--- config.mk ---
export PLATFORM = sky130hd
export DESIGN_NAME = mrl_core
export DESIGN_NICKNAME = d
export VERILOG_FILES = /design/src/rtl/mrl_pkg.sv /design/src/rtl/mrl_core.sv
export VERILOG_INCLUDE_DIRS = /design/src /design/src/rtl
export SDC_FILE = /design/constraint.sdc
export NUM_CORES = 1
export LEC_CHECK = 0
export ABC_AREA = 1
export BUFFER_PORTS_ARGS = -buffer_cell sky130_fd_sc_hd__buf_2
export CAP_MARGIN = 20
export CORE_MARGIN = 2
export CORE_UTILIZATION = 45
export CTS_CLUSTER_SIZE = 16
export DETAILED_ROUTE_END_ITERATION = 7
export PLACE_DENSITY = 0.82
export SLEW_MARGIN = 10
export SYNTH_ARGS = -nofsm -noshare
export SYNTH_HDL_FRONTEND = slang
export SYNTH_SLANG_ARGS = --single-unit
--- constraint.sdc ---
create_clock -name ref_clk -period 10.3 [get_ports ref_clk]
set_clock_uncertainty 0.2 [all_clocks]
set_input_delay 2.06 -clock ref_clk [delete_from_list [all_inputs] [get_ports ref_clk]]
set_output_delay 2.06 -clock ref_clk [all_outputs]
set_load 0.05 [all_outputs]
--- src/rtl/mrl_defines.svh ---
// Purpose: offsets, field positions, reset values and counts of the role and link block
// Assumes: included by bare name from the design files
// Notes:   definitions only
`ifndef MRL_DEFINES_SVH
`define MRL_DEFINES_SVH

// register word offsets on the plain register port
`define MRL_CONFIG_OFFSET      4'h0
`define MRL_STATUS_OFFSET      4'h4
`define MRL_ADDR_W             4
// config register fields
`define MRL_CFG_RATE_LSB       0
`define MRL_CFG_RATE_W         2
`define MRL_CFG_SDR_BIT        2
`define MRL_CFG_RESET          32'h0000_0000
// status register fields
`define MRL_STS_ROLE_LSB       0
`define MRL_STS_ADDR_LSB       2
`define MRL_STS_LINK_BIT       9
`define MRL_STS_RATE_LSB       10
// 8b/10b running disparity after reset is negative
`define MRL_RD_RESET           1'b0
// topological address width
`define MRL_TOPO_W             7

`endif

--- src/rtl/mrl_pkg.sv ---
// Purpose: types shared by the role and link block
// Assumes: nothing
// Notes:   binary codes written out for every enum
package mrl_pkg;

  // operating role decoded from the topological address
  typedef enum logic [1:0] {
    ROLE_INNER  = 2'b00,
    ROLE_MASTER = 2'b01,
    ROLE_SLAVE  = 2'b10
  } mrl_role_t;

  // line rate handed to the serialiser
  typedef enum logic [1:0] {
    RATE_1200 = 2'b00,
    RATE_600  = 2'b01,
    RATE_400  = 2'b10
  } mrl_rate_t;

  // one two-way pin seen from the core
  typedef struct packed {
    logic out;
    logic oe;
  } mrl_pin_t;

  // one encoded symbol toward the serialiser
  typedef struct packed {
    logic       valid;
    logic [9:0] symbol;
  } mrl_sym_t;

endpackage

--- src/rtl/mrl_core.sv ---
// Purpose: port roles, clock steering, reset merge and data link path of a pixel chip
// Assumes: all inputs synchronous to ref_clk; the analog serialiser takes 10-bit symbols
// Notes:   control protocol and matrix readout sit outside; they drive the txReq ports
//
// Functional notes
// - inner chip drives its own serial output from the link transmit unit
// - inner chip line rate is 1200, 600 or 400; 1200 after reset
// - every outgoing byte is 8b/10b encoded before serialising
// - master and slaves take turns on the local data bus by token
// - master samples local bus every cycle and copies bytes to serial output
// - master retransmits at fixed 400 and encodes 8b/10b itself
// - slave keeps link transmit unit off and serial output unused
// - core clock always comes from main clock port receiver
// - master enables main clock port driver, forwarding the forwarded clock input
// - forwarded clock input driver is always disabled
// - forwarded clock receiver enabled only in master role
// - low power-on-reset mask ignores the internal power-on reset
// - a control reset command resets the chip like the pin
// - seven-bit topological address selects control transactions for this chip
// - role is derived from the topological address
// - open address pins read zero, supply-tied pins read one
// - slave neither drives nor uses the differential control port
// - inner chip neither drives nor uses the single-ended control port
// - control ports are half-duplex, never driven while receiving
// - master operates both control ports, relaying between them
// - serial control stream sampled only on rising system clock edges
`include "mrl_defines.svh"

module mrl_core #(
  parameter int TOPO_W = `MRL_TOPO_W,
  // two bits per address value, indexed by address; see default below
  parameter logic [2*(2**`MRL_TOPO_W)-1:0] ROLE_TABLE = mrl_default_table()
) (
  input  wire logic              ref_clk,
  input  wire logic              rst_n,
  input  wire logic              clkEn,
  // reset sources
  input  wire logic              powerOnReset,
  input  wire logic              power_on_reset_mask_n,
  input  wire logic              resetCmd,
  output logic                   coreRstN,
  // topological address pins and match
  input  wire logic [TOPO_W-1:0] topo_address,
  input  wire logic [TOPO_W-1:0] ctrlTargetAddr,
  output logic                   addrMatch,
  output mrl_pkg::mrl_role_t     role,
  // clock ports
  input  wire logic              mainClkRx,
  input  wire logic              fwdClkRx,
  output logic                   coreClk,
  output mrl_pkg::mrl_pin_t      main_clock_port,
  output logic                   fwdClkRxEn,
  output logic                   fwdClkDrvEn,
  // control ports and the control unit's side
  input  wire logic              diffCtrlIn,
  output mrl_pkg::mrl_pin_t      diff_control_port,
  input  wire logic              seCtrlIn,
  output mrl_pkg::mrl_pin_t      seCtrl,
  input  wire logic              ctrlTxReq,
  input  wire logic              ctrlTxBit,
  input  wire logic              relayUp,
  output logic                   ctrlRxBit,
  output logic                   ctrlRxValid,
  // own readout bytes
  input  wire logic [7:0]        ownByte,
  input  wire logic              ownValid,
  output logic                   ownReady,
  // local shared data bus
  input  wire logic              tokenHeld,
  input  wire logic [7:0]        localDataIn,
  output logic [7:0]             localDataOut,
  output logic                   localDataOe,
  // link transmit unit
  input  wire logic              serReady,
  output logic                   link_transmit_unit_en,
  output mrl_pkg::mrl_rate_t     lineRate,
  output mrl_pkg::mrl_sym_t      serial_data_out,
  // register port
  input  wire logic [`MRL_ADDR_W-1:0] regAddr,
  input  wire logic [31:0]       regWdata,
  input  wire logic              regWr,
  input  wire logic              regRd,
  output logic [31:0]            regRdata
);

  // default mapping: module field zero is inner; otherwise nibble zero is
  // master and any other nibble is slave
  function automatic logic [2*(2**`MRL_TOPO_W)-1:0] mrl_default_table();
    logic [2*(2**`MRL_TOPO_W)-1:0] t;
    t = '0;
    for (int a = 0; a < 2**`MRL_TOPO_W; a++) begin
      if ((a >> 4) == 0) begin
        t[2*a +: 2] = mrl_pkg::ROLE_INNER;
      end else if ((a & 15) == 0) begin
        t[2*a +: 2] = mrl_pkg::ROLE_MASTER;
      end else begin
        t[2*a +: 2] = mrl_pkg::ROLE_SLAVE;
      end
    end
    return t;
  endfunction

  // 8b/10b encoder: returns {new disparity, abcdei, fghj}
  function automatic logic [10:0] mrl_enc(input logic [7:0] d, input logic rd);
    logic [5:0] s6;
    logic [3:0] s4;
    logic       rd1;
    logic       alt;
    s6 = 6'h00;
    s4 = 4'h0;
    unique case (d[4:0])
      5'h00: s6 = 6'h27;  5'h01: s6 = 6'h1d;  5'h02: s6 = 6'h2d;  5'h03: s6 = 6'h31;
      5'h04: s6 = 6'h35;  5'h05: s6 = 6'h29;  5'h06: s6 = 6'h19;  5'h07: s6 = 6'h38;
      5'h08: s6 = 6'h39;  5'h09: s6 = 6'h25;  5'h0a: s6 = 6'h15;  5'h0b: s6 = 6'h34;
      5'h0c: s6 = 6'h0d;  5'h0d: s6 = 6'h2c;  5'h0e: s6 = 6'h1c;  5'h0f: s6 = 6'h17;
      5'h10: s6 = 6'h1b;  5'h11: s6 = 6'h23;  5'h12: s6 = 6'h13;  5'h13: s6 = 6'h32;
      5'h14: s6 = 6'h0b;  5'h15: s6 = 6'h2a;  5'h16: s6 = 6'h1a;  5'h17: s6 = 6'h3a;
      5'h18: s6 = 6'h33;  5'h19: s6 = 6'h26;  5'h1a: s6 = 6'h16;  5'h1b: s6 = 6'h36;
      5'h1c: s6 = 6'h0e;  5'h1d: s6 = 6'h2e;  5'h1e: s6 = 6'h1e;  5'h1f: s6 = 6'h2b;
    endcase
    // unbalanced codes and the D.7 pair flip in positive disparity
    if (rd && (($countones(s6) != 3) || (d[4:0] == 5'h07))) begin
      s6 = ~s6;
    end
    rd1 = rd ^ ($countones(s6) != 3);
    // alternate D.x.7 avoids a run of five equal bits
    alt = (!rd1 && (d[4:0] == 5'h11 || d[4:0] == 5'h12 || d[4:0] == 5'h14)) ||
          (rd1 && (d[4:0] == 5'h0b || d[4:0] == 5'h0d || d[4:0] == 5'h0e));
    unique case (d[7:5])
      3'h0: s4 = 4'hb;
      3'h1: s4 = 4'h9;
      3'h2: s4 = 4'h5;
      3'h3: s4 = 4'hc;
      3'h4: s4 = 4'hd;
      3'h5: s4 = 4'ha;
      3'h6: s4 = 4'h6;
      3'h7: s4 = alt ? 4'h7 : 4'he;
    endcase
    if (rd1 && (d[7:5] == 3'h0 || d[7:5] == 3'h3 || d[7:5] == 3'h4 || d[7:5] == 3'h7)) begin
      s4 = ~s4;
    end
    return {rd1 ^ ($countones(s4) != 2), s6, s4};
  endfunction

  // build-time check: the address must fit the table
  if (TOPO_W != `MRL_TOPO_W) begin : gBadWidth
    $error("mrl_core: topological address width must be seven");
  end

  logic [TOPO_W-1:0]    topo_reg;
  mrl_pkg::mrl_role_t   role_reg;
  logic                 rst_reg;
  logic [31:0]          config_reg;
  logic [31:0]          rdata_reg;
  logic                 rd_reg;
  logic                 rxBit_reg;
  logic                 rxValid_reg;
  mrl_pkg::mrl_sym_t    sym_reg;
  logic [7:0]           busOut_reg;
  logic                 busOe_reg;
  logic                 isInner;
  logic                 isMaster;
  logic                 isSlave;
  logic                 porActive;
  logic                 rstNext;
  logic [1:0]           roleNext;
  logic [7:0]           txByte;
  logic                 txValid;
  logic                 txTake;
  logic [10:0]          encOut;
  logic                 diffDrive;
  logic                 seDrive;
  logic                 diffRelay;
  logic                 seRelay;

  // masked power-on reset merged with the pin and the control command
  assign porActive = powerOnReset & power_on_reset_mask_n;
  assign rstNext   = !rst_n || porActive || resetCmd;

  // reset is registered so every later process sees a clean level
  always_ff @(posedge ref_clk) begin
    if (clkEn) begin
      rst_reg <= rstNext;
    end
  end
  assign coreRstN = !rst_reg;

  // address pins read directly; pull-downs make open pins zero
  always_ff @(posedge ref_clk) begin
    if (clkEn) begin
      if (rst_reg) begin
        topo_reg <= '0;
      end else begin
        topo_reg <= topo_address;
      end
    end
  end

  // role lookup from the build-time table
  assign roleNext = ROLE_TABLE[2*topo_address +: 2];
  always_ff @(posedge ref_clk) begin
    if (clkEn) begin
      if (rst_reg) begin
        role_reg <= mrl_pkg::ROLE_INNER;
      end else if (roleNext == mrl_pkg::ROLE_MASTER || roleNext == mrl_pkg::ROLE_SLAVE) begin
        role_reg <= mrl_pkg::mrl_role_t'(roleNext);
      end else begin
        role_reg <= mrl_pkg::ROLE_INNER;                                // illegal code: inner
      end
    end
  end
  assign role     = role_reg;
  assign isInner  = role_reg == mrl_pkg::ROLE_INNER;
  assign isMaster = role_reg == mrl_pkg::ROLE_MASTER;
  assign isSlave  = role_reg == mrl_pkg::ROLE_SLAVE;

  // control transactions are ours when the target matches the registered address
  assign addrMatch = ctrlTargetAddr == topo_reg;

  // clock steering; these are analog enables, the clocks themselves pass straight through
  assign coreClk                = mainClkRx;
  assign fwdClkRxEn             = isMaster;
  assign fwdClkDrvEn            = 1'b0;
  assign main_clock_port.oe     = isMaster;
  assign main_clock_port.out    = isMaster & fwdClkRx;

  // control port drive: own answers go up the differential port, a slave's up the single-ended one; a master also
  // relays, downward while the far side talks, upward while a slave answers
  assign diffRelay = isMaster && relayUp && !ctrlTxReq;
  assign seRelay   = isMaster && !relayUp;
  assign diffDrive = !isSlave && (ctrlTxReq || diffRelay);
  assign seDrive   = !isInner && ((isSlave && ctrlTxReq) || seRelay);

  // a port that drives never samples, so one direction is live at a time
  assign diff_control_port.oe  = diffDrive;
  assign diff_control_port.out = diffDrive & (ctrlTxReq ? ctrlTxBit : seCtrlIn);
  assign seCtrl.oe             = seDrive;
  assign seCtrl.out            = seDrive & (isSlave ? ctrlTxBit : diffCtrlIn);

  // control stream sampled on the rising edge from whichever port is listening
  always_ff @(posedge ref_clk) begin
    if (clkEn) begin
      if (rst_reg) begin
        rxBit_reg   <= 1'b1;
        rxValid_reg <= 1'b0;
      end else if (isSlave) begin
        rxBit_reg   <= seCtrlIn;
        rxValid_reg <= !seDrive;
      end else begin
        rxBit_reg   <= diffCtrlIn;
        rxValid_reg <= !diffDrive;
      end
    end
  end
  assign ctrlRxBit   = rxBit_reg;
  assign ctrlRxValid = rxValid_reg;

  // local bus: a module chip drives its byte only in the cycle after it holds the token
  always_ff @(posedge ref_clk) begin
    if (clkEn) begin
      if (rst_reg) begin
        busOut_reg <= 8'h00;
        busOe_reg  <= 1'b0;
      end else begin
        busOe_reg  <= !isInner && tokenHeld && ownValid;
        busOut_reg <= ownValid ? ownByte : 8'hff;
      end
    end
  end
  assign localDataOut = busOut_reg;
  assign localDataOe  = busOe_reg;

  // byte source for the link: own bytes in inner role, the bus copy in master role;
  // a master cannot stall the bus, so its bytes are sent every cycle regardless
  assign txByte   = isMaster ? localDataIn : ownByte;
  assign txValid  = isMaster ? 1'b1 : (isInner && ownValid);
  assign txTake   = txValid && (isMaster || serReady);
  assign ownReady = isInner ? serReady : (!isInner && tokenHeld);
  assign encOut   = mrl_enc(txByte, rd_reg);

  // encoder output register and running disparity
  always_ff @(posedge ref_clk) begin
    if (clkEn) begin
      if (rst_reg || isSlave) begin
        sym_reg <= '0;
        rd_reg  <= `MRL_RD_RESET;
      end else if (txTake) begin
        sym_reg <= '{valid: 1'b1, symbol: encOut[9:0]};
        rd_reg  <= encOut[10];
      end else if (serReady) begin
        sym_reg.valid <= 1'b0;
      end
    end
  end
  assign serial_data_out = sym_reg;

  // transmit unit on only in roles that own a link
  assign link_transmit_unit_en = !isSlave;

  // rate: programmable for inner chips, fixed for masters
  always_comb begin
    if (isMaster) begin
      lineRate = mrl_pkg::RATE_400;
    end else if (config_reg[`MRL_CFG_RATE_LSB +: `MRL_CFG_RATE_W] == mrl_pkg::RATE_600) begin
      lineRate = mrl_pkg::RATE_600;
    end else if (config_reg[`MRL_CFG_RATE_LSB +: `MRL_CFG_RATE_W] == mrl_pkg::RATE_400) begin
      lineRate = mrl_pkg::RATE_400;
    end else begin
      lineRate = mrl_pkg::RATE_1200;
    end
  end

  // config write; reset value selects the top rate
  always_ff @(posedge ref_clk) begin
    if (clkEn) begin
      if (rst_reg) begin
        config_reg <= `MRL_CFG_RESET;
      end else if (regWr && regAddr == `MRL_CONFIG_OFFSET) begin
        config_reg <= {29'h0, regWdata[2:0]};
      end
    end
  end

  // read data stands in the cycle after the strobe only; unmapped reads zero
  always_ff @(posedge ref_clk) begin
    if (clkEn) begin
      if (rst_reg || !regRd) begin
        rdata_reg <= 32'h0000_0000;
      end else if (regAddr == `MRL_CONFIG_OFFSET) begin
        rdata_reg <= config_reg;
      end else if (regAddr == `MRL_STATUS_OFFSET) begin
        rdata_reg <= {20'h0_0000, lineRate, link_transmit_unit_en, topo_reg, role_reg};
      end else begin
        rdata_reg <= 32'h0000_0000;
      end
    end
  end
  assign regRdata = rdata_reg;

endmodule

==> qor.csv <==
stage,metric,value,unit
outcome,outcome,"complete, no violations",
worst_setup_path,critPathLaunchType,input port,
logic_synthesis,synth_ff_type,edfxtp_1,
cells_and_area,drive_above_1_share,0.327,
worst_setup_path,critPathMaxStageDelay,0.55,ns
die,io_pins,155,
pwr,powerDensity,222,nW/µm²
global_route,gr-total-overflow,0,
timing,period_share,0.952,
worst_hold_path,min-delay-path-class,register to register,
global_route,grt_first_pass_wirelength,13100,µm
logic_synthesis,synth_warnings,0,
worst_setup_path,cp_top_family,adder cells,
place,gp_congestion,0.829,
logic_synthesis,synth_edf_count,48,
worst_setup_path,critPathSlowestCell,fa_1,
logic_synthesis,synthCells,431,
routing,first_pass_iters,5,
global_route,grt_max_degree,36,
place,place_hpwl,6530,µm
clocking,htreeDepth,2,
worst_setup_path,critPathKind,input port to register,
global_route,grt_pass1_vias,2852,
clocking,cts_sinks,48,
place,io_buffers,102,
place,pre_cts_ws,-0.0488,ns
timing,drv_slew,0,
die,dieArea,8880,µm²
cells_and_area,instances_no_fill,637,
run,maxCapViolations,0,
cells_and_area,layout_commonest_cell,buf_2,
cells_and_area,fin_area,4310,µm²
clocking,cts_tree,built,
logic_synthesis,ys_types,44,
routing,first_iter_violations,158,
routing,vias_per_cell,4.79,
die,initial_core_util,0.469,
die,die_w,94.2,µm
die,die_h,94.2,µm
timing,hold_violations,0,
place,postPlaceCellArea,4140,µm²
timing,setup_viol,0,
pwr,p_leak,2.16,nW
worst_setup_path,cp_data_arrival_time,9.66,ns
routing,drtAntennaViolNets,0,
cells_and_area,num-nets-final,638,
routing,vias,3050,
place,dp.cells,625,
cells_and_area,largest_reg_flops,12,
worst_setup_path,required,10.15,ns
logic_synthesis,ys_seq_elements,48,
pwr,irDropWorstVdd,0.145,mV
timing,finalWorstSetupSlack,0.495,ns
global_route,antenna_found_initial,0,
logic_synthesis,yosysSeqAreaShare,0.394,
timing,post-route-min-period,9.80,ns
clocking,cts_buffers,5,
timing,tightest_slew,0.755,ns
logic_synthesis,synth_area_per_cell,8.50,µm²
clocking,ctsRootBufferMaster,clkbuf_8,
global_route,grt_usage,0.186,
worst_setup_path,cp_max_fo,4,
routing,drc_errors,0,
clocking,clk_pin_slew,0.09,ns
cells_and_area,num_antenna_cells,0,
worst_setup_path,timing.critical_path.buf_inv,8,
timing,relSlewSlack,0.497,
clocking,clock_path_buffers,2,
routing,wire_per_inst,12.8,µm
logic_synthesis,netlist_area,3660,µm²
die,std_cell_rows,32,
clocking,clk_latency,0.29,ns
cells_and_area,final_cell_mix,"buf_2, inv_1, nand2_1, nor2_1, edfxtp_1",
cells_and_area,syn_to_final_growth,17.8,%
pwr,finalPower,956,µW
worst_setup_path,crit_path_end_kind,register,
routing,wl,8150,µm
timing,grt_setup_unrepaired,false,
timing,max_freq,102,MHz
die,core_area,7810,µm²
logic_synthesis,async_reset_ff_frac,0,
==> power breakdown <==
part           switching (mW)  internal [mW]
registers              0.0112          0.242
logic                   0.339          0.226
clock network          0.0645         0.0732
total                   0.415          0.541
==> path summary, 6_finish.rpt <==
path                               start                        end  slack [ns]  cells after the start
max                       localDataIn[0]       rd_reg$_SDFFCE_PP0P_        0.50                     42
min          config_reg[2]$_SDFFCE_PP0P_  regRdata[2]$_SDFFCE_PP0P_        0.38                      2
max reg2reg        role[0]$_SDFFCE_PP0P_       rd_reg$_SDFFCE_PP0P_        1.12                     42
min reg2reg  config_reg[2]$_SDFFCE_PP0P_  regRdata[2]$_SDFFCE_PP0P_        0.38                      2
==> metal layers <==
metal,vias to the layer above,part of all wire,track usage,wire length [µm]
met3,12,0.071,0.0225,580
met5,-,0,0,0
met2,118,0.50,0.327,4080
li1,1534,-,-,-
met1,1386,0.41,0.238,3350
met4,0,0.015,0.0592,126
==> synthesized netlist by cell type (2+ instances only) <==
cell       n  share of area
nand3_1   23          0.031
o21ai_2    3         0.0072
xor2_1     5          0.012
nand2_4    8          0.025
inv_1     70          0.072
nor2_2     5         0.0085
o22ai_1    2         0.0034
fa_1       6          0.033
o21ai_1    2         0.0027
nand3_2    4          0.011
nor2_4     5          0.015
nor2_1    52          0.053
a21oi_1   15          0.020
o21ai_0   13          0.018
nand2_1   70          0.072
ha_1      14          0.048
buf_4     26          0.053
or2_2      2         0.0034
inv_2      3         0.0031
xnor2_1    7          0.017
nor4_1     4         0.0068
o211ai_1   2         0.0041
nor3_1     6         0.0082
nand2_2   13          0.022
nand3b_1   3         0.0061
edfxtp_1  48           0.39
clkbuf_1   3         0.0031
==> worst register-to-register path, delay by kind of cell, from the launching register on <==
kind | cells | cell delay, ns
xor+xnor | 1 | 0.25
compound gates | 5 | 0.63
buf+inv | 7 | 0.40
simple gates | 17 | 2.48
flops | 1 | 0.70
fa+ha+maj | 12 | 4.27
==> per-stage QoR <==
| step | utilization | hold WS, ns | setup TNS, ns |
|---|---|---|---|
| final | 0.553 | 0.381 | 0 |
| after detailed placement | 0.530 | 0.367 | -0.0488 |
| after floorplan | - | 0.325 | 0 |
| after global routing | 0.553 | 0.423 | 0 |
| after CTS | 0.545 | 0.393 | 0 |
| after global placement | 0.530 | 0.361 | 0 |
==> timing repair <==
action                     in CTS  in global routing
hold buffers                    0                  0
setup endpoints to repair       0                  1
setup buffers                   0                  4
gates resized for setup         0                  9
==> logic make-up after synthesis <==
family | count (synthesis) | share of synthesized area
adders and majority gates | 20 | 0.0806
DFF | 48 | 0.394
xor gates and xnor gates | 12 | 0.0287
and+or+nand+nor | 202 | 0.282
other | 1 | 0.00102
buffers and inverters | 107 | 0.147
AOI/OAI and AO/OA | 40 | 0.0646
muxes | 1 | 0.00273
==> cell type report <==
class,count,area (µm²)
clock buffers,5,68.8
clock inverters,3,46.3
fillers,716,3490
inverters,74,280
multi-input cells,296,1790
flip-flops and latches,48,1440
well taps,102,128
repair buffers,109,563
Note: power is estimated with default switching activity, not from simulation.
